<file path="src/irc_pkg.sv">
// Package with timing constants, code layouts and state encodings for the IR codec.
package irc_pkg;

  // ****************************************
  // Timebase
  // ****************************************
  localparam int unsigned CLK_HZ       = 20_000_000;
  localparam int unsigned TICK_US      = 10;
  localparam int unsigned TICK_CYC_DEF = CLK_HZ / 1_000_000 * TICK_US;
  localparam int unsigned CARRIER_HZ   = 38_000;
  localparam int unsigned CAR_HALF_DEF = CLK_HZ / (2 * CARRIER_HZ);
  localparam int          LEN_W        = 12;
  localparam int          CNT_W        = 6;
  localparam int          TOL_SHIFT    = 2;

  // ****************************************
  // Pulse times in microseconds and in ticks
  // ****************************************
  localparam int unsigned A_LEAD_MARK_US  = 9000;
  localparam int unsigned A_LEAD_SPACE_US = 4500;
  localparam int unsigned A_RPT_SPACE_US  = 2250;
  localparam int unsigned A_BIT_MARK_US   = 562;
  localparam int unsigned A_ONE_SPACE_US  = 1687;
  localparam int unsigned B_LEAD_MARK_US  = 2400;
  localparam int unsigned B_UNIT_US       = 600;
  localparam int unsigned B_ONE_MARK_US   = 1200;
  localparam int unsigned RX_TMO_US       = 12000;
  localparam int unsigned TX_FRAME_US     = 25000;

  localparam logic [LEN_W-1:0] A_LEAD_MARK_T  = LEN_W'(A_LEAD_MARK_US / TICK_US);
  localparam logic [LEN_W-1:0] A_LEAD_SPACE_T = LEN_W'(A_LEAD_SPACE_US / TICK_US);
  localparam logic [LEN_W-1:0] A_RPT_SPACE_T  = LEN_W'(A_RPT_SPACE_US / TICK_US);
  localparam logic [LEN_W-1:0] A_BIT_MARK_T   = LEN_W'(A_BIT_MARK_US / TICK_US);
  localparam logic [LEN_W-1:0] A_ONE_SPACE_T  = LEN_W'(A_ONE_SPACE_US / TICK_US);
  localparam logic [LEN_W-1:0] B_LEAD_MARK_T  = LEN_W'(B_LEAD_MARK_US / TICK_US);
  localparam logic [LEN_W-1:0] B_UNIT_T       = LEN_W'(B_UNIT_US / TICK_US);
  localparam logic [LEN_W-1:0] B_ONE_MARK_T   = LEN_W'(B_ONE_MARK_US / TICK_US);
  localparam logic [LEN_W-1:0] RX_TMO_T       = LEN_W'(RX_TMO_US / TICK_US);
  localparam logic [LEN_W-1:0] TX_FRAME_T     = LEN_W'(TX_FRAME_US / TICK_US);
  localparam logic [LEN_W-1:0] LEN_MAX        = {LEN_W{1'b1}};

  // ****************************************
  // Frame layouts
  // ****************************************
  localparam int               CODE_W     = 8;
  localparam int               B_KEY_W    = 7;
  localparam int               B_DEV_W    = 5;
  localparam int               A_DEV_LSB  = 24;
  localparam int               A_KEY_LSB  = 8;
  localparam int               A_INV_LSB  = 0;
  localparam int               B_KEY_LSB  = 20;
  localparam int               B_DEV_LSB  = 27;
  localparam logic [CNT_W-1:0] A_LAST_BIT = 6'h1f;
  localparam logic [CNT_W-1:0] B_LAST_BIT = 6'h0b;

  typedef enum logic [3:0] {
    IRC_RX_IDLE   = 4'h1,
    IRC_RX_A_HDR  = 4'h2,
    IRC_RX_A_BITS = 4'h4,
    IRC_RX_B_BITS = 4'h8
  } irc_rx_state_t;

  typedef enum logic [4:0] {
    IRC_TX_IDLE  = 5'h01,
    IRC_TX_START = 5'h02,
    IRC_TX_SPACE = 5'h04,
    IRC_TX_MARK  = 5'h08,
    IRC_TX_TAIL  = 5'h10
  } irc_tx_state_t;

  // A pulse matches when it lies within a quarter of its nominal length.
  function automatic logic irc_near(input logic [LEN_W-1:0] len, input logic [LEN_W-1:0] nom);
    irc_near = (len >= nom - (nom >> TOL_SHIFT)) && (len <= nom + (nom >> TOL_SHIFT));
  endfunction

endpackage

</file>
<file path="src/irc_ir_codec.sv">
// Infrared remote codec: two-protocol background receiver and 12-bit frame transmitter.
`timescale 1ns/1ps
// What this block does
// - Decodes both protocols without any mode select.
// - Runs in background; valid frame updates codes.
// - Event on new key and on each repeat after a first protocol key.
// - First protocol codes held bit-reversed.
// - Stop request halts decoding, updates and events.
// - Send request emits one 12-bit frame.
// - Transmit pin low idle and in spaces; busy high while emitting.
// - Marks carry 38 kHz; transmission lasts 25 ms.
module irc_ir_codec #(
  parameter logic [irc_pkg::LEN_W-1:0] TICK_CYCLES = irc_pkg::LEN_W'(irc_pkg::TICK_CYC_DEF),
  parameter logic [irc_pkg::LEN_W-1:0] CAR_HALF    = irc_pkg::LEN_W'(irc_pkg::CAR_HALF_DEF)
) (
  input  wire logic                               clk_i,
  input  wire logic                               sys_rst_i,
  input  wire logic                               ir_rx_n_i,
  input  wire logic                               decoder_start_request_i,
  input  wire logic                               decoder_stop_request_i,
  input  wire logic                               transmit_request_i,
  input  wire logic [irc_pkg::B_DEV_W-1:0]        tx_dev_i,
  input  wire logic [irc_pkg::B_KEY_W-1:0]        tx_key_i,
  output logic                                    decoder_active_o,
  output logic      [irc_pkg::CODE_W-1:0]         dev_code_o,
  output logic      [irc_pkg::CODE_W-1:0]         key_code_o,
  output logic                                    key_event_o,
  output logic                                    ir_tx_o,
  output logic                                    tx_busy_o
);
  import irc_pkg::*;
  // ****************************************
  // Timebase and input synchroniser
  // ****************************************
  logic [LEN_W-1:0] tick_cnt, next_tick_cnt;
  logic             tick;
  logic             rx_s1, rx_s2, rx_s3;
  logic             mark_end, space_end;
  always_comb begin
    tick          = (tick_cnt == TICK_CYCLES - 1'b1);
    next_tick_cnt = tick ? '0 : tick_cnt + 1'b1;
  end
  always_ff @(posedge clk_i or posedge sys_rst_i) begin
    if (sys_rst_i) begin
      tick_cnt <= '0;
      rx_s1    <= 1'b1;
      rx_s2    <= 1'b1;
      rx_s3    <= 1'b1;
    end else begin
      tick_cnt <= next_tick_cnt;
      rx_s1    <= ir_rx_n_i;
      rx_s2    <= rx_s1;
      rx_s3    <= rx_s2;
    end
  end

  // The receiver module drives low while light is seen, so a rising edge ends a mark.
  assign mark_end  = rx_s2 & ~rx_s3;
  assign space_end = ~rx_s2 & rx_s3;
  // ****************************************
  // Receiver
  // ****************************************
  irc_rx_state_t     rx_state, next_rx_state;
  logic [LEN_W-1:0]  rx_len, next_rx_len;
  logic [CNT_W-1:0]  rx_cnt, next_rx_cnt;
  logic [31:0]       rx_sr, next_rx_sr;
  logic              have_key, next_have_key;
  logic              next_active, next_event;
  logic [CODE_W-1:0] next_dev, next_key;
  always_comb begin
    next_rx_state = rx_state;
    next_rx_cnt   = rx_cnt;
    next_rx_sr    = rx_sr;
    next_have_key = have_key;
    next_dev      = dev_code_o;
    next_key      = key_code_o;
    next_event    = 1'b0;
    next_rx_len   = (mark_end || space_end) ? '0 : (tick && rx_len != LEN_MAX) ? rx_len + 1'b1 : rx_len;
    next_active = (decoder_active_o | decoder_start_request_i) & ~decoder_stop_request_i;
    case (rx_state)
      IRC_RX_IDLE: begin
        if (mark_end) begin
          next_rx_cnt = '0;
          if (irc_near(rx_len, A_LEAD_MARK_T)) begin
            next_rx_state = IRC_RX_A_HDR;
          end else if (irc_near(rx_len, B_LEAD_MARK_T)) begin
            next_rx_state = IRC_RX_B_BITS;
          end
        end
      end
      IRC_RX_A_HDR: begin
        if (space_end) begin
          next_rx_state = IRC_RX_IDLE;
          if (irc_near(rx_len, A_LEAD_SPACE_T)) begin
            next_rx_state = IRC_RX_A_BITS;
          end else if (irc_near(rx_len, A_RPT_SPACE_T)) begin
            next_event = have_key;
          end
        end
      end
      IRC_RX_A_BITS: begin
        if (mark_end && !irc_near(rx_len, A_BIT_MARK_T)) begin
          next_rx_state = IRC_RX_IDLE;
        end else if (space_end) begin
          if (irc_near(rx_len, A_BIT_MARK_T) || irc_near(rx_len, A_ONE_SPACE_T)) begin
            // Shifting left leaves the first received bit on top, which reverses each byte.
            next_rx_sr  = {rx_sr[30:0], irc_near(rx_len, A_ONE_SPACE_T)};
            next_rx_cnt = rx_cnt + 1'b1;
            if (rx_cnt == A_LAST_BIT) begin
              next_rx_state = IRC_RX_IDLE;
              if (next_rx_sr[A_KEY_LSB +: CODE_W] == ~next_rx_sr[A_INV_LSB +: CODE_W]) begin
                next_dev      = next_rx_sr[A_DEV_LSB +: CODE_W];
                next_key      = next_rx_sr[A_KEY_LSB +: CODE_W];
                next_event    = 1'b1;
                next_have_key = 1'b1;
              end
            end
          end else begin
            next_rx_state = IRC_RX_IDLE;
          end
        end
      end
      IRC_RX_B_BITS: begin
        if (space_end && !irc_near(rx_len, B_UNIT_T)) begin
          next_rx_state = IRC_RX_IDLE;
        end else if (mark_end) begin
          if (irc_near(rx_len, B_UNIT_T) || irc_near(rx_len, B_ONE_MARK_T)) begin
            next_rx_sr  = {irc_near(rx_len, B_ONE_MARK_T), rx_sr[31:1]};
            next_rx_cnt = rx_cnt + 1'b1;
            if (rx_cnt == B_LAST_BIT) begin
              next_rx_state = IRC_RX_IDLE;
              next_dev      = CODE_W'(next_rx_sr[B_DEV_LSB +: B_DEV_W]);
              next_key      = CODE_W'(next_rx_sr[B_KEY_LSB +: B_KEY_W]);
              next_event    = 1'b1;
              next_have_key = 1'b0;
            end
          end else begin
            next_rx_state = IRC_RX_IDLE;
          end
        end
      end
      default: next_rx_state = IRC_RX_IDLE;
    endcase
    if (rx_state != IRC_RX_IDLE && rx_len >= RX_TMO_T) begin
      next_rx_state = IRC_RX_IDLE;
    end
    if (!next_active) begin
      next_rx_state = IRC_RX_IDLE;
      next_event    = 1'b0;
      next_have_key = 1'b0;
      next_dev      = dev_code_o;
      next_key      = key_code_o;
    end
  end
  always_ff @(posedge clk_i or posedge sys_rst_i) begin
    if (sys_rst_i) begin
      rx_state         <= IRC_RX_IDLE;
      rx_len           <= '0;
      rx_cnt           <= '0;
      rx_sr            <= '0;
      have_key         <= 1'b0;
      decoder_active_o <= 1'b0;
      dev_code_o       <= '0;
      key_code_o       <= '0;
      key_event_o      <= 1'b0;
    end else begin
      rx_state         <= next_rx_state;
      rx_len           <= next_rx_len;
      rx_cnt           <= next_rx_cnt;
      rx_sr            <= next_rx_sr;
      have_key         <= next_have_key;
      decoder_active_o <= next_active;
      dev_code_o       <= next_dev;
      key_code_o       <= next_key;
      key_event_o      <= next_event;
    end
  end

  // ****************************************
  // Transmitter
  // ****************************************
  irc_tx_state_t                tx_state, next_tx_state;
  logic [LEN_W-1:0]             tx_len, next_tx_len, tx_total, next_tx_total;
  logic [LEN_W-1:0]             car_cnt, next_car_cnt;
  logic                         car_ph, next_car_ph;
  logic [B_DEV_W+B_KEY_W-1:0]   tx_pay, next_tx_pay;
  logic [CNT_W-1:0]             tx_bit, next_tx_bit;
  logic                         next_ir_tx;
  always_comb begin
    next_tx_state = tx_state;
    next_tx_pay   = tx_pay;
    next_tx_bit   = tx_bit;
    next_tx_len   = tick ? tx_len + 1'b1 : tx_len;
    next_tx_total = tick ? tx_total + 1'b1 : tx_total;
    next_car_cnt  = (car_cnt == CAR_HALF - 1'b1) ? '0 : car_cnt + 1'b1;
    next_car_ph   = (car_cnt == CAR_HALF - 1'b1) ? ~car_ph : car_ph;
    case (tx_state)
      IRC_TX_IDLE: begin
        // A request that arrives while a frame is going out is ignored.
        if (transmit_request_i) begin
          next_tx_state = IRC_TX_START;
          next_tx_pay   = {tx_dev_i, tx_key_i};
          next_tx_bit   = '0;
          next_tx_len   = '0;
          next_tx_total = '0;
          next_car_cnt  = '0;
          next_car_ph   = 1'b1;
        end
      end
      IRC_TX_START: begin
        if (tx_len == B_LEAD_MARK_T) begin
          next_tx_state = IRC_TX_SPACE;
          next_tx_len   = '0;
        end
      end
      IRC_TX_SPACE: begin
        if (tx_len == B_UNIT_T) begin
          next_tx_state = IRC_TX_MARK;
          next_tx_len   = '0;
        end
      end
      IRC_TX_MARK: begin
        if (tx_len == (tx_pay[tx_bit[3:0]] ? B_ONE_MARK_T : B_UNIT_T)) begin
          next_tx_len   = '0;
          next_tx_bit   = tx_bit + 1'b1;
          next_tx_state = (tx_bit == B_LAST_BIT) ? IRC_TX_TAIL : IRC_TX_SPACE;
        end
      end
      IRC_TX_TAIL: begin
        if (tx_total >= TX_FRAME_T) begin
          next_tx_state = IRC_TX_IDLE;
        end
      end
      default: next_tx_state = IRC_TX_IDLE;
    endcase
    next_ir_tx = (next_tx_state == IRC_TX_START || next_tx_state == IRC_TX_MARK) && next_car_ph;
  end
  always_ff @(posedge clk_i or posedge sys_rst_i) begin
    if (sys_rst_i) begin
      tx_state  <= IRC_TX_IDLE;
      tx_len    <= '0;
      tx_total  <= '0;
      car_cnt   <= '0;
      car_ph    <= 1'b0;
      tx_pay    <= '0;
      tx_bit    <= '0;
      ir_tx_o   <= 1'b0;
      tx_busy_o <= 1'b0;
    end else begin
      tx_state  <= next_tx_state;
      tx_len    <= next_tx_len;
      tx_total  <= next_tx_total;
      car_cnt   <= next_car_cnt;
      car_ph    <= next_car_ph;
      tx_pay    <= next_tx_pay;
      tx_bit    <= next_tx_bit;
      ir_tx_o   <= next_ir_tx;
      tx_busy_o <= next_tx_state != IRC_TX_IDLE;
    end
  end

  logic [19:0] busy_cyc;
  always_ff @(posedge clk_i or posedge sys_rst_i) begin
    if (sys_rst_i) begin
      busy_cyc <= '0;
    end else begin
      busy_cyc <= tx_busy_o ? busy_cyc + 1'b1 : '0;
    end
  end
endmodule

</file>
<file path="config.mk">
export PLATFORM = sky130hd
export DESIGN_NAME = irc_ir_codec
export DESIGN_NICKNAME = d
export VERILOG_FILES = /design/src/irc_pkg.sv /design/src/irc_ir_codec.sv
export SDC_FILE = /design/constraint.sdc
export NUM_CORES = 1
export LEC_CHECK = 0
export ABC_AREA = 1
export ABC_CLOCK_PERIOD_IN_PS = 9000
export CORE_UTILIZATION = 37
export CTS_BUF_LIST = sky130_fd_sc_hd__clkbuf_2
export CTS_CLUSTER_DIAMETER = 100
export DETAILED_ROUTE_END_ITERATION = 10
export DONT_BUFFER_PORTS = 1
export SYNTH_ARGS = -nofsm -noshare
export SYNTH_HDL_FRONTEND = slang
export SYNTH_SLANG_ARGS = --single-unit
</file>
<file path="constraint.sdc">
create_clock -name clk_i -period 9 [get_ports clk_i]
set_clock_uncertainty 0.15 [all_clocks]
set_input_delay 0 -clock clk_i [delete_from_list [all_inputs] [get_ports clk_i]]
set_output_delay 0 -clock clk_i [all_outputs]
set_load 0.005 [all_outputs]
</file>
# After elaboration in Yosys (flattened, before gate mapping)

Cells that the tools add are included.

Equal/unequal tests: 52
Add/subtract/negate cells: 7
Bitwise operators: 9
Reductions and logical operators: 30
$lt $le $gt $ge: 19
Muxes and demuxes: 107

Operators with widths:

| cell                                                  | number |
|---|---|
| 2-to-1 mux 32 bit                                     | 6 |
| 2-to-1 mux 12 bit                                     | 14 |
| 2-to-1 mux 8 bit                                      | 18 |
| one-hot mux 32 bit (2 select lines)                   | 1 |
| adder 12 x 1 -> 12 bit (second input constant)        | 5 |
| 2-to-1 mux 4 bit                                      | 14 |
| 2-to-1 mux 6 bit                                      | 9 |
| one-hot mux 12 bit (4 select lines)                   | 1 |
| one-hot mux 8 bit (2 select lines)                    | 2 |
| 2-to-1 mux 5 bit                                      | 6 |
| 2-to-1 mux 1 bit                                      | 27 |
| inequality test 3 bit (second input constant)         | 9 |
| one-hot mux 5 bit (5 select lines)                    | 1 |
| == test 12 x 8 -> 1 bit (second input constant)       | 2 |
| >= comparator 12 x 6 -> 1 bit (second input constant) | 2 |
| >= comparator 12 x 7 -> 1 bit (second input constant) | 2 |
| >= comparator 12 x 8 -> 1 bit (second input constant) | 2 |
| <= comparator 12 x 7 -> 1 bit (second input constant) | 2 |
| <= comparator 12 x 8 -> 1 bit (second input constant) | 2 |
| <= comparator 12 x 9 -> 1 bit (second input constant) | 2 |
| inequality test 2 bit (second input constant)         | 12 |
| one-hot mux 6 bit (3 select lines)                    | 1 |
| one-hot mux 4 bit (4 select lines)                    | 1 |
| inequality test 5 bit (second input constant)         | 3 |
| other kinds (50)                                      | 80 |

Input port bits: 18
Output and inout port bits: 20
Word-level logic and storage cells: 246
Bits in registers: 150

# Depth between registers and ports, before layout

Gate-level depths: netlist of the first run.

Depth after elaboration: 11
Mapped depth: 16
Depth with buffers taken out: 15

# Least setup slack after synthesis of the first run

Ideal clock, no wire load.

Path kind: register -> register
From: register rx_len[0]
To: register rx_sr[10]
Arrival time: 1.986 ns
Path buffers: 1
Slack: 6.748 ns
Setup time: 0.116 ns
Cell stages (with the launch flop): 14
Cell sequence: dfrtp_1 -> inv_1 -> ha_1 -> inv_1 -> or2_2 -> nand3_1 -> nand2_1 -> nand3_2 -> nand2_2 -> o2111ai_4 -> buf_6 -> nand2_2 -> o21ai_2 -> inv_1

Cells in the longest elaborated chain, start to end: 6
Elaborated cells on any way between the ends: 23
Those cells by class: order compare: 8; eq/ne: 4; reduce/logical: 11

Ends and longest elaborated chain:

| what                                                                           | RTL line                                 | source |
|---|---|---|
| start, declared                                                                | irc_ir_codec.sv:64                       | `logic [LEN_W-1:0] rx_len, next_rx_len;` |
| start signal, assigned                                                         | irc_ir_codec.sv:168                      | `rx_len <= next_rx_len;` |
| >= comparator 12 x 6 -> 1 bit or <= comparator 12 x 7 -> 1 bit (tied branches) | irc_pkg.sv:73                            | `irc_near = (len >= nom - (nom >> TOL_SHIFT)) && (len <= nom + (nom >> TOL_SHIFT));` |
| logical AND 1 bit                                                              | irc_pkg.sv:73                            |  |
| logical NOT 1 bit, on equally long branches                                    | irc_ir_codec.sv:124, irc_ir_codec.sv:102 |  |
| logical AND 1 bit, on equally long branches                                    | irc_ir_codec.sv:124, irc_ir_codec.sv:102 |  |
| inequality test 2 bit (no source line)                                         | -                                        |  |
| AND reduction 7 bit (no source line) *                                         | -                                        |  |
| end signal, assigned                                                           | irc_ir_codec.sv:170                      | `rx_sr <= next_rx_sr;` |
| end, declared                                                                  | irc_ir_codec.sv:66                       | `logic [31:0] rx_sr, next_rx_sr;` |

Every way passes the cells marked *; elsewhere a longest branch is shown, timed or not.
A chain may end at the register's enable or synchronous reset.

# Worst setup path in the final report of the first run

From: register rx_state[1]
To: register key_code_o[1] in the netlist's numbering

Cells in the longest elaborated chain, start to end: 3
Elaborated cells on any way between the ends: 14
Those cells by class: eq/ne: 11; mux: 1; reduce/logical: 2

Ends and longest elaborated chain:

| what                                                                         | RTL line            | source |
|---|---|---|
| start, declared                                                              | irc_ir_codec.sv:63  | `irc_rx_state_t rx_state, next_rx_state;` |
| start signal, assigned                                                       | irc_ir_codec.sv:167 | `rx_state <= next_rx_state;` |
| == test 4 bit or == test 4 x 3 -> 1 bit (tied branches)                      | irc_ir_codec.sv:80  | `case (rx_state)` |
| inequality test 2 bit (no source line) or nonzero test 2 bit (tied branches) | -                   |  |
| AND reduction 11 bit (no source line)                                        | -                   |  |
| end signal, assigned                                                         | irc_ir_codec.sv:174 | `key_code_o <= next_key;` |
| end, declared                                                                | irc_ir_codec.sv:26  | `output logic [irc_pkg::CODE_W-1:0] key_code_o,` |

Parallel ways exist; a longest one is shown, timed or not.

==> summary.json, run 1 <==
{
  "wl_per_cell_um": 12.6,
  "area_of_the_die_sq_um": 24800,
  "cpMostUsedCell": "nand2_1",
  "dieHeight_um": 157,
  "timing.critical_path.cells": "nor2_1, nand3_2, inv_2, nand2_1, a211oi_1, nand3_4, nand2_1, o21ai_2",
  "cts_inserted_buffers": 17,
  "post_drt_via_cell_ratio": 4.82,
  "maxSlewHeadroom": 0.330,
  "ant_nets": 0,
  "place_congestion": 0.911,
  "numClockSinks": 150,
  "yosys.cell_count.top_type": "nand2_1",
  "htree_num_levels": 4,
  "synthDistinctLibCells": 57,
  "synthDominantCellAreaShare": 0.406,
  "max-cap-violations": 0,
  "ir_drop_mv": 0.0971,
  "yosys_register_bits": 150,
  "postLayoutCoreUtil": 0.411,
  "grt.met2_usage": 0.277,
  "finalHoldViolations": 0,
  "design.portCount": 38,
  "synth.net_count": 1192,
  "critPathCaptureType": "flop",
  "grt_overflow_total": 0,
  "p_leak_nw": 4.76,
  "area_growth_pct": 8.51,
  "fin_setup_tns_ps": 0,
  "drc": 0,
  "dr_total_vias": 7286,
  "synth_async_sr_flop_share": 1.00,
  "grt-busiest-layer": "met2",
  "synth_largest_area_cell": "dfrtp_1",
  "cp.arrival_ps": 4010,
  "ys.flop_type": "dfrtp_1",
  "grt_setup_unrepaired": "no",
  "power_density_nw_per_um2": 181,
  "seq_area_frac_synth": 0.421,
  "drt_pass1_iterations": 5,
  "fmax_mhz": 285,
  "critPathTopFamily": "simple AND/OR/NAND/NOR gates",
  "synth.cell_area_sq_um": 8940,
  "critical_path_peak_fanout": 49,
  "post_synth_main_area_contributors": "dfrtp_1, nand2_1, inv_1",
  "clockRootBuffer": "clkbuf_2",
  "grtUsageMet3": 0.0311,
  "synth_area_per_cell_sq_um": 7.71,
  "wire_length_of_the_first_global_routing_pass_um": 33400,
  "clk-insertion-delay-late_ps": 750,
  "initial_utilization": 0.379,
  "synthesis.yosys.warnings": 0,
  "run_status": "completed",
  "standard_cell_rows": 56,
  "critPathRequiredTime_ps": 9500,
  "drt_iter0_drc": 566,
  "pre_cts_slack_ps": 5460,
  "post_route_cells_drive_above_1_share": 0.117,
  "synth-edff-count": 0,
  "grt_usage": 0.167,
  "cp-start-kind": "flop",
  "post_synth_inst_count": 1159,
  "timing.critical_path.slowest_cell_delay_ps": 740,
  "timing.final.max_slew_violations": 0,
  "die_width_um": 157,
  "floorplan.core_area_sq_um": 23600,
  "place.detailed.hpwl_um": 13200,
  "grt_pass1_vias": 7083,
  "synth_commonest_cells": "nand2_1, inv_1, dfrtp_1",
  "tightest_slew_ps": 1000,
  "cts.reportedPaths.clkPinSlew_ps": 260,
  "fillerInstances": 2446,
  "max-clock-path-buffers": 2,
  "portBuffers": 0,
  "report.final.setup_viol": 0,
  "global_route.usage.met1": 0.221,
  "layout.nets": 1213,
  "finalCritPeriodShare": 0.390,
  "cts_tree": "built",
  "post-layout-total-power_mw": 1.76,
  "timing.final.crit_period_ps": 3510,
  "crit_buf_inv": 1,
  "setup_ws_ps": 5490,
  "grt_start_max_net_pins": 78,
  "initial_antenna_violation_count": 1,
  "critPathSlowestCell": "nand3_2",
  "path_class": "flop to flop",
  "drt_wl_total_um": 19100,
  "holdCritPathClass": "input pin to flop"
}
## worst register-to-register path, delay by kind of cell, from the launching register on
kind / cells / cell delay (ps)
AND/OR/NAND/NOR: 5 / 1720
buffers and inverters: 1 / 720
flip-flops: 1 / 420
AO/OA/AOI/OAI: 2 / 440
## metal layers
layer,vias to the layer above,share of wire
met1,3399,0.49
met2,114,0.47
met5,-,0
met4,0,0.014
li1,3756,-
met3,17,0.030
## kinds of logic after synthesis
| kind of cell | after synthesis | share of synthesized area |
|---|---|---|
| AND/OR/NAND/NOR | 551 | 0.282 |
| buffers and inverters | 213 | 0.104 |
| AO/OA/AOI/OAI | 189 | 0.132 |
| flip-flops | 150 | 0.421 |
| XOR/XNOR | 35 | 0.0343 |
| adder cells (fa/ha/maj) | 15 | 0.0210 |
| multiplexers | 6 | 0.00672 |
## power by group
part           total [mW]  leakage (nW)  internal [mW]  switching [mW]
Clock               0.373         0.125          0.103           0.270
Sequential          0.864          2.01          0.785          0.0784
Combinational       0.519          2.62          0.181           0.338
Total                1.76          4.76           1.07           0.686
## flip-flops by register name (all words and copies together), names as in the netlist, 4 cells and up
register,flops
car_cnt,12
tx_len,12
rx_len,12
tx_pay,12
tx_state,5
rx_sr,32
dev_code_o,8
tx_total,12
rx_state,4
rx_cnt,6
key_code_o,8
tick_cnt,12
tx_bit,6
## placed cells by master (no fill, tap or decap), types with 2 or more instances in the layout
master and instances:
o22ai_1 2, nand2_1 263, clkinvlp_4 3, inv_2 11, nor3_1 30, mux2i_1 6
inv_6 8, o211ai_1 3, o21ai_1 24, dfstp_2 5, nand4_1 22, nor2_2 6
nor2_1 112, clkinv_1 4, or2_2 4, clkbuf_2 18, a21oi_1 25, o31ai_1 3
xnor2_1 3, buf_4 2, inv_1 163, o21bai_1 2, o21ai_0 73, nor3b_1 5
dfrtp_1 145, nand3_1 61, nand3_2 6, nor2_4 3, clkinv_4 2, nor4_1 7
ha_1 15, a211oi_1 6, nor3_2 6, dlygate4sd3_1 34, xor2_1 32, o21ai_2 36
a31oi_1 5, nand2_2 17
## worst paths after layout
kind,cells after the start,slack (ps),endpoint,startpoint
min reg2reg,0,240,rx_s3,rx_s2
min in group asynchronous,3,220,rx_state[0],sys_rst_i
max reg2reg,8,5490,key_code_o[1],rx_state[1]
max in group asynchronous,4,7520,tx_state[4],sys_rst_i
min,2,150,rx_s1,ir_rx_n_i
max,8,5490,key_code_o[1],rx_state[1]
## metrics by stage
step	cell area (sq um)	hold slack (ps)	cells
after global placement	9110	-145	1445
after global routing	9700	84.0	1513
after detailed placement	9110	-145	1445
after floorplan	8940	-146	1159
after CTS	9700	97.6	1512
final	9700	147	1513
## what timing repair did
action / CTS / global route
setup buffers: 0 / 0
gates resized for setup: 0 / 0
hold endpoints to repair: 217 / 0
hold buffers: 35 / 0
endpoints found under the setup margin: 0 / 0
## cell type report
| cell class | instances | area, sq um | share of cell area |
|---|---|---|---|
| Tap cell | 319 | 399 | 0.0411 |
| Timing Repair Buffer | 37 | 383 | 0.0395 |
| Inverter | 178 | 683 | 0.0704 |
| Clock inverter | 14 | 125 | 0.0129 |
| Antenna cell | 1 | 2.50 | 0.000258 |
| Clock buffer | 18 | 90.1 | 0.00929 |
| Multi-Input combinational cell | 796 | 4260 | 0.439 |
| Sequential cell | 150 | 3760 | 0.388 |
Note: power is estimated with default switching activity, not from simulation.
==> run 2: changes to the inputs <==
--- a/config.mk
+++ b/config.mk
@@ -6,7 +6,7 @@
 export NUM_CORES = 1
 export LEC_CHECK = 0
 export ABC_AREA = 1
-export ABC_CLOCK_PERIOD_IN_PS = 9000
+export ABC_CLOCK_PERIOD_IN_PS = 3550
 export CORE_UTILIZATION = 37
 export CTS_BUF_LIST = sky130_fd_sc_hd__clkbuf_2
 export CTS_CLUSTER_DIAMETER = 100
==> constraint.sdc (replaced) <==
create_clock -name clk_i -period 3.55 [get_ports clk_i]
set_clock_uncertainty 0.15 [all_clocks]
set_input_delay 0 -clock clk_i [delete_from_list [all_inputs] [get_ports clk_i]]
set_output_delay 0 -clock clk_i [all_outputs]
set_load 0.005 [all_outputs]
==> run 2 against run 1 <==
Largest power group unchanged. Register-to-register slack worse by 4600 ps. Combinational power increased to 2.6 times the previous value. Sequential power rose to 2.5 times the previous value. Flip-flop and latch count did not move. Count of clock-buffer cells in the layout is 2 higher. Fmax is 32% higher. Global-route usage decreased by 0.46 points. Setup slack got worse by 4600 ps. Clock power rose to 2.9 times the previous value. Critical path type unchanged.
==> summary.json, run 2 (synthesis gave the netlist of run 1 again) <==
{
  "run_status": {"value": "completed", "change": "unchanged"},
  "wl_per_cell": {"value": 12.5, "unit": "um", "change": "was 12.6 um"},
  "standard_cell_rows": {"value": 56, "change": "unchanged"},
  "layout.nets": {"value": 1216, "change": "was 1213"},
  "reg2reg_from": {"value": "rx_len[1]", "change": "was rx_state[1]"},
  "cp-start-kind": {"value": "flop", "change": "unchanged"},
  "clockRootBuffer": {"value": "clkbuf_2", "change": "unchanged"},
  "wire_length_of_the_first_global_routing_pass": {"value": 32600, "unit": "um", "change": "was 33400 um"},
  "area_growth": {"value": 9.35, "unit": "%", "change": "was 8.51%"},
  "largest_register": {"value": "rx_sr", "change": "unchanged"},
  "place.detailed.hpwl": {"value": 13000, "unit": "um", "change": "was 13200 um"},
  "largest_register_ffs": {"value": 32, "change": "unchanged"},
  "post-layout-total-power": {"value": 4.59, "unit": "mW", "change": "was 1.76 mW"},
  "post_cts_buffers": {"value": 0, "change": "unchanged"},
  "critPathCaptureType": {"value": "flop", "change": "unchanged"},
  "finalHoldViolations": {"value": 0, "change": "unchanged"},
  "switchingPower": {"value": 1.71, "unit": "mW", "change": "was 0.686 mW"},
  "timing.final.max_slew_violations": {"value": 0, "change": "unchanged"},
  "critical_path_peak_fanout": {"value": 32, "change": "was 49"},
  "design.portCount": {"value": 38, "change": "unchanged"},
  "grt_overflow_total": {"value": 0, "change": "unchanged"},
  "cts_tree": {"value": "built", "change": "unchanged"},
  "dpl_cell_area": {"value": 9180, "unit": "sq um", "change": "was 9110 sq um"},
  "drc": {"value": 0, "change": "unchanged"},
  "dr_total_vias": {"value": 7319, "change": "was 7286"},
  "fillerInstances": {"value": 2405, "change": "was 2446"},
  "drt_iter0_drc": {"value": 496, "change": "was 566"},
  "drt_wl_total": {"value": 19000, "unit": "um", "change": "was 19100 um"},
  "die_width": {"value": 157, "unit": "um", "change": "unchanged"},
  "grt_setup_unrepaired": {"value": "no", "change": "unchanged"},
  "p_int": {"value": 2.88, "unit": "mW", "change": "was 1.07 mW"},
  "tightest_slew": {"value": 790, "unit": "ps", "change": "was 1000 ps"},
  "holdCritPathClass": {"value": "input pin to flop", "change": "unchanged"},
  "highest_count_cells_in_the_layout_ignoring_fill_and_taps": {"value": "nand2_1, inv_1, dfrtp_1, nor2_1, o21ai_0", "change": "unchanged"},
  "timing.final.crit_period": {"value": 2670, "unit": "ps", "change": "was 3510 ps"},
  "portBuffers": {"value": 0, "change": "unchanged"},
  "power.share.switching": {"value": 0.372, "change": "was 0.391"},
  "worst_hold_startpoint": {"value": "transmit_request_i", "change": "was ir_rx_n_i"},
  "power_density": {"value": 469, "unit": "nW/um^2", "change": "was 181 nW/um^2"},
  "floorplan.core_area": {"value": 23600, "unit": "sq um", "change": "unchanged"},
  "fin_setup_tns": {"value": 0, "unit": "ps", "change": "unchanged"},
  "fmax": {"value": 375, "unit": "MHz", "change": "was 285 MHz"},
  "clk-insertion-delay-late": {"value": 730, "unit": "ps", "change": "was 750 ps"},
  "grt_usage": {"value": 0.163, "change": "was 0.167"},
  "area_of_the_die": {"value": 24800, "unit": "sq um", "change": "unchanged"},
  "crit_path_start": {"value": "rx_len[1]", "change": "was rx_state[1]"},
  "cts_inserted_buffers": {"value": 17, "change": "unchanged"},
  "ant_nets": {"value": 0, "change": "unchanged"},
  "pwr-share-seq": {"value": 0.477, "change": "was 0.492"},
  "maxSlewHeadroom": {"value": 0.473, "change": "was 0.330"},
  "post_route_cells_drive_above_1_share": {"value": 0.122, "change": "was 0.117"},
  "cts_hold_buf": {"value": 33, "change": "was 35"},
  "p_clk_frac": {"value": 0.234, "change": "was 0.213"},
  "post_drt_via_cell_ratio": {"value": 4.83, "change": "was 4.82"},
  "max-clock-path-buffers": {"value": 2, "change": "unchanged"},
  "postLayoutCoreUtil": {"value": 0.414, "change": "was 0.411"},
  "critPathRequiredTime": {"value": 4010, "unit": "ps", "change": "was 9500 ps"},
  "ir_drop": {"value": 0.244, "unit": "mV", "change": "was 0.0971 mV"},
  "numClockSinks": {"value": 150, "change": "unchanged"},
  "initial_utilization": {"value": 0.379, "change": "unchanged"},
  "comb_power_share": {"value": 0.289, "change": "was 0.296"},
  "max-cap-violations": {"value": 0, "change": "unchanged"},
  "p_leak": {"value": 4.81, "unit": "nW", "change": "was 4.76 nW"},
  "cts-resized-gates": {"value": 0, "change": "unchanged"},
  "htree_num_levels": {"value": 4, "change": "unchanged"},
  "final_common_cell": {"value": "nand2_1", "change": "unchanged"},
  "drt_pass1_iterations": {"value": 5, "change": "unchanged"},
  "post_route_cell_area": {"value": 9780, "unit": "sq um", "change": "was 9700 sq um"},
  "dieHeight": {"value": 157, "unit": "um", "change": "unchanged"},
  "path_class": {"value": "flop to flop", "change": "unchanged"},
  "cp.arrival": {"value": 3120, "unit": "ps", "change": "was 4010 ps"},
  "initial_antenna_violation_count": {"value": 1, "change": "unchanged"},
  "grt_pass1_vias": {"value": 6921, "change": "was 7083"},
  "place_congestion": {"value": 0.956, "change": "was 0.911"},
  "finalCritPeriodShare": {"value": 0.752, "change": "was 0.390"},
  "grt_start_max_net_pins": {"value": 151, "change": "was 78"},
  "cts.reportedPaths.clkPinSlew": {"value": 230, "unit": "ps", "change": "was 260 ps"},
  "report.final.setup_viol": {"value": 0, "change": "unchanged"}
}
run 2: cell types whose count changed in the layout (fill, tap and decap cells not counted), sizes merged:
| cell | delta |
|---|---|
| buf | +4 |
| bufinv | +2 |
| clkbuf | +2 |
| clkinv | -2 |
| dlygate4sd3 | -1 |
| inv | -2 |
run 2: area by class of cell:
type | instances | area, sq um | share of cell area
antenna | 1 | 2.50 | 0.000256
sequential | 150 | 3760 | 0.385
tap | 319 | 399 | 0.0408
inverter | 178 | 682 | 0.0698
timing repair buffer | 40 | 408 | 0.0417
clock buffer | 20 | 100 | 0.0102
multi-input combinational | 796 | 4260 | 0.436
clock inverter | 12 | 166 | 0.0170
run 2: metal layers:
layer	global-route usage	share of wire
met1	0.214	0.49
met2	0.270	0.47
met3	0.0341	0.036
met4	0.0416	0.013
met5	0	0
run 2: power groups by stage:
stage	combinational [mW]	sequential, mW	clock [mW]
finish	1.33	2.19	1.07
global route	1.56	2.23	1.19
CTS	1.34	2.19	1.12
detailed placement	1.29	2.22	0
global placement	1.28	2.21	0
floorplan	1.05	2.16	0
run 2: stage by stage:
stage	instances	setup WS (ps)	hold WS [ps]
final	1516	881	48.0
after global routing	1516	643	26.3
after CTS	1515	877	0.563
after detailed placement	1450	937	-145
after global placement	1450	994	-145
after floorplan	1159	1300	-146
run 2: worst max-delay path, cell delays in order (launching register included):
cell     delay [ps]
dfrtp_1         540
inv_1           170
ha_1            230
inv_1            60
or2_2           110
nand3_1          80
nand2_1          80
nand3_2          90
nand2_2         120
inv_1            80
o21ai_4         210
nand3_4         370
nand2_1         200
o21ai_2          60
run 2: final timing paths:
| kind | depth (start not counted) | slack, ps | to |
|---|---|---|---|
| setup / recovery | 13 | 880 | dev_code_o[6] |
| hold / removal | 4 | 50 | tx_state[0] |
| setup reg to reg | 13 | 880 | dev_code_o[6] |
| hold reg to reg | 0 | 230 | rx_s2 |
| max in group asynchronous | 4 | 2290 | dev_code_o[6] |
| min in group asynchronous | 4 | 410 | car_cnt[7] |
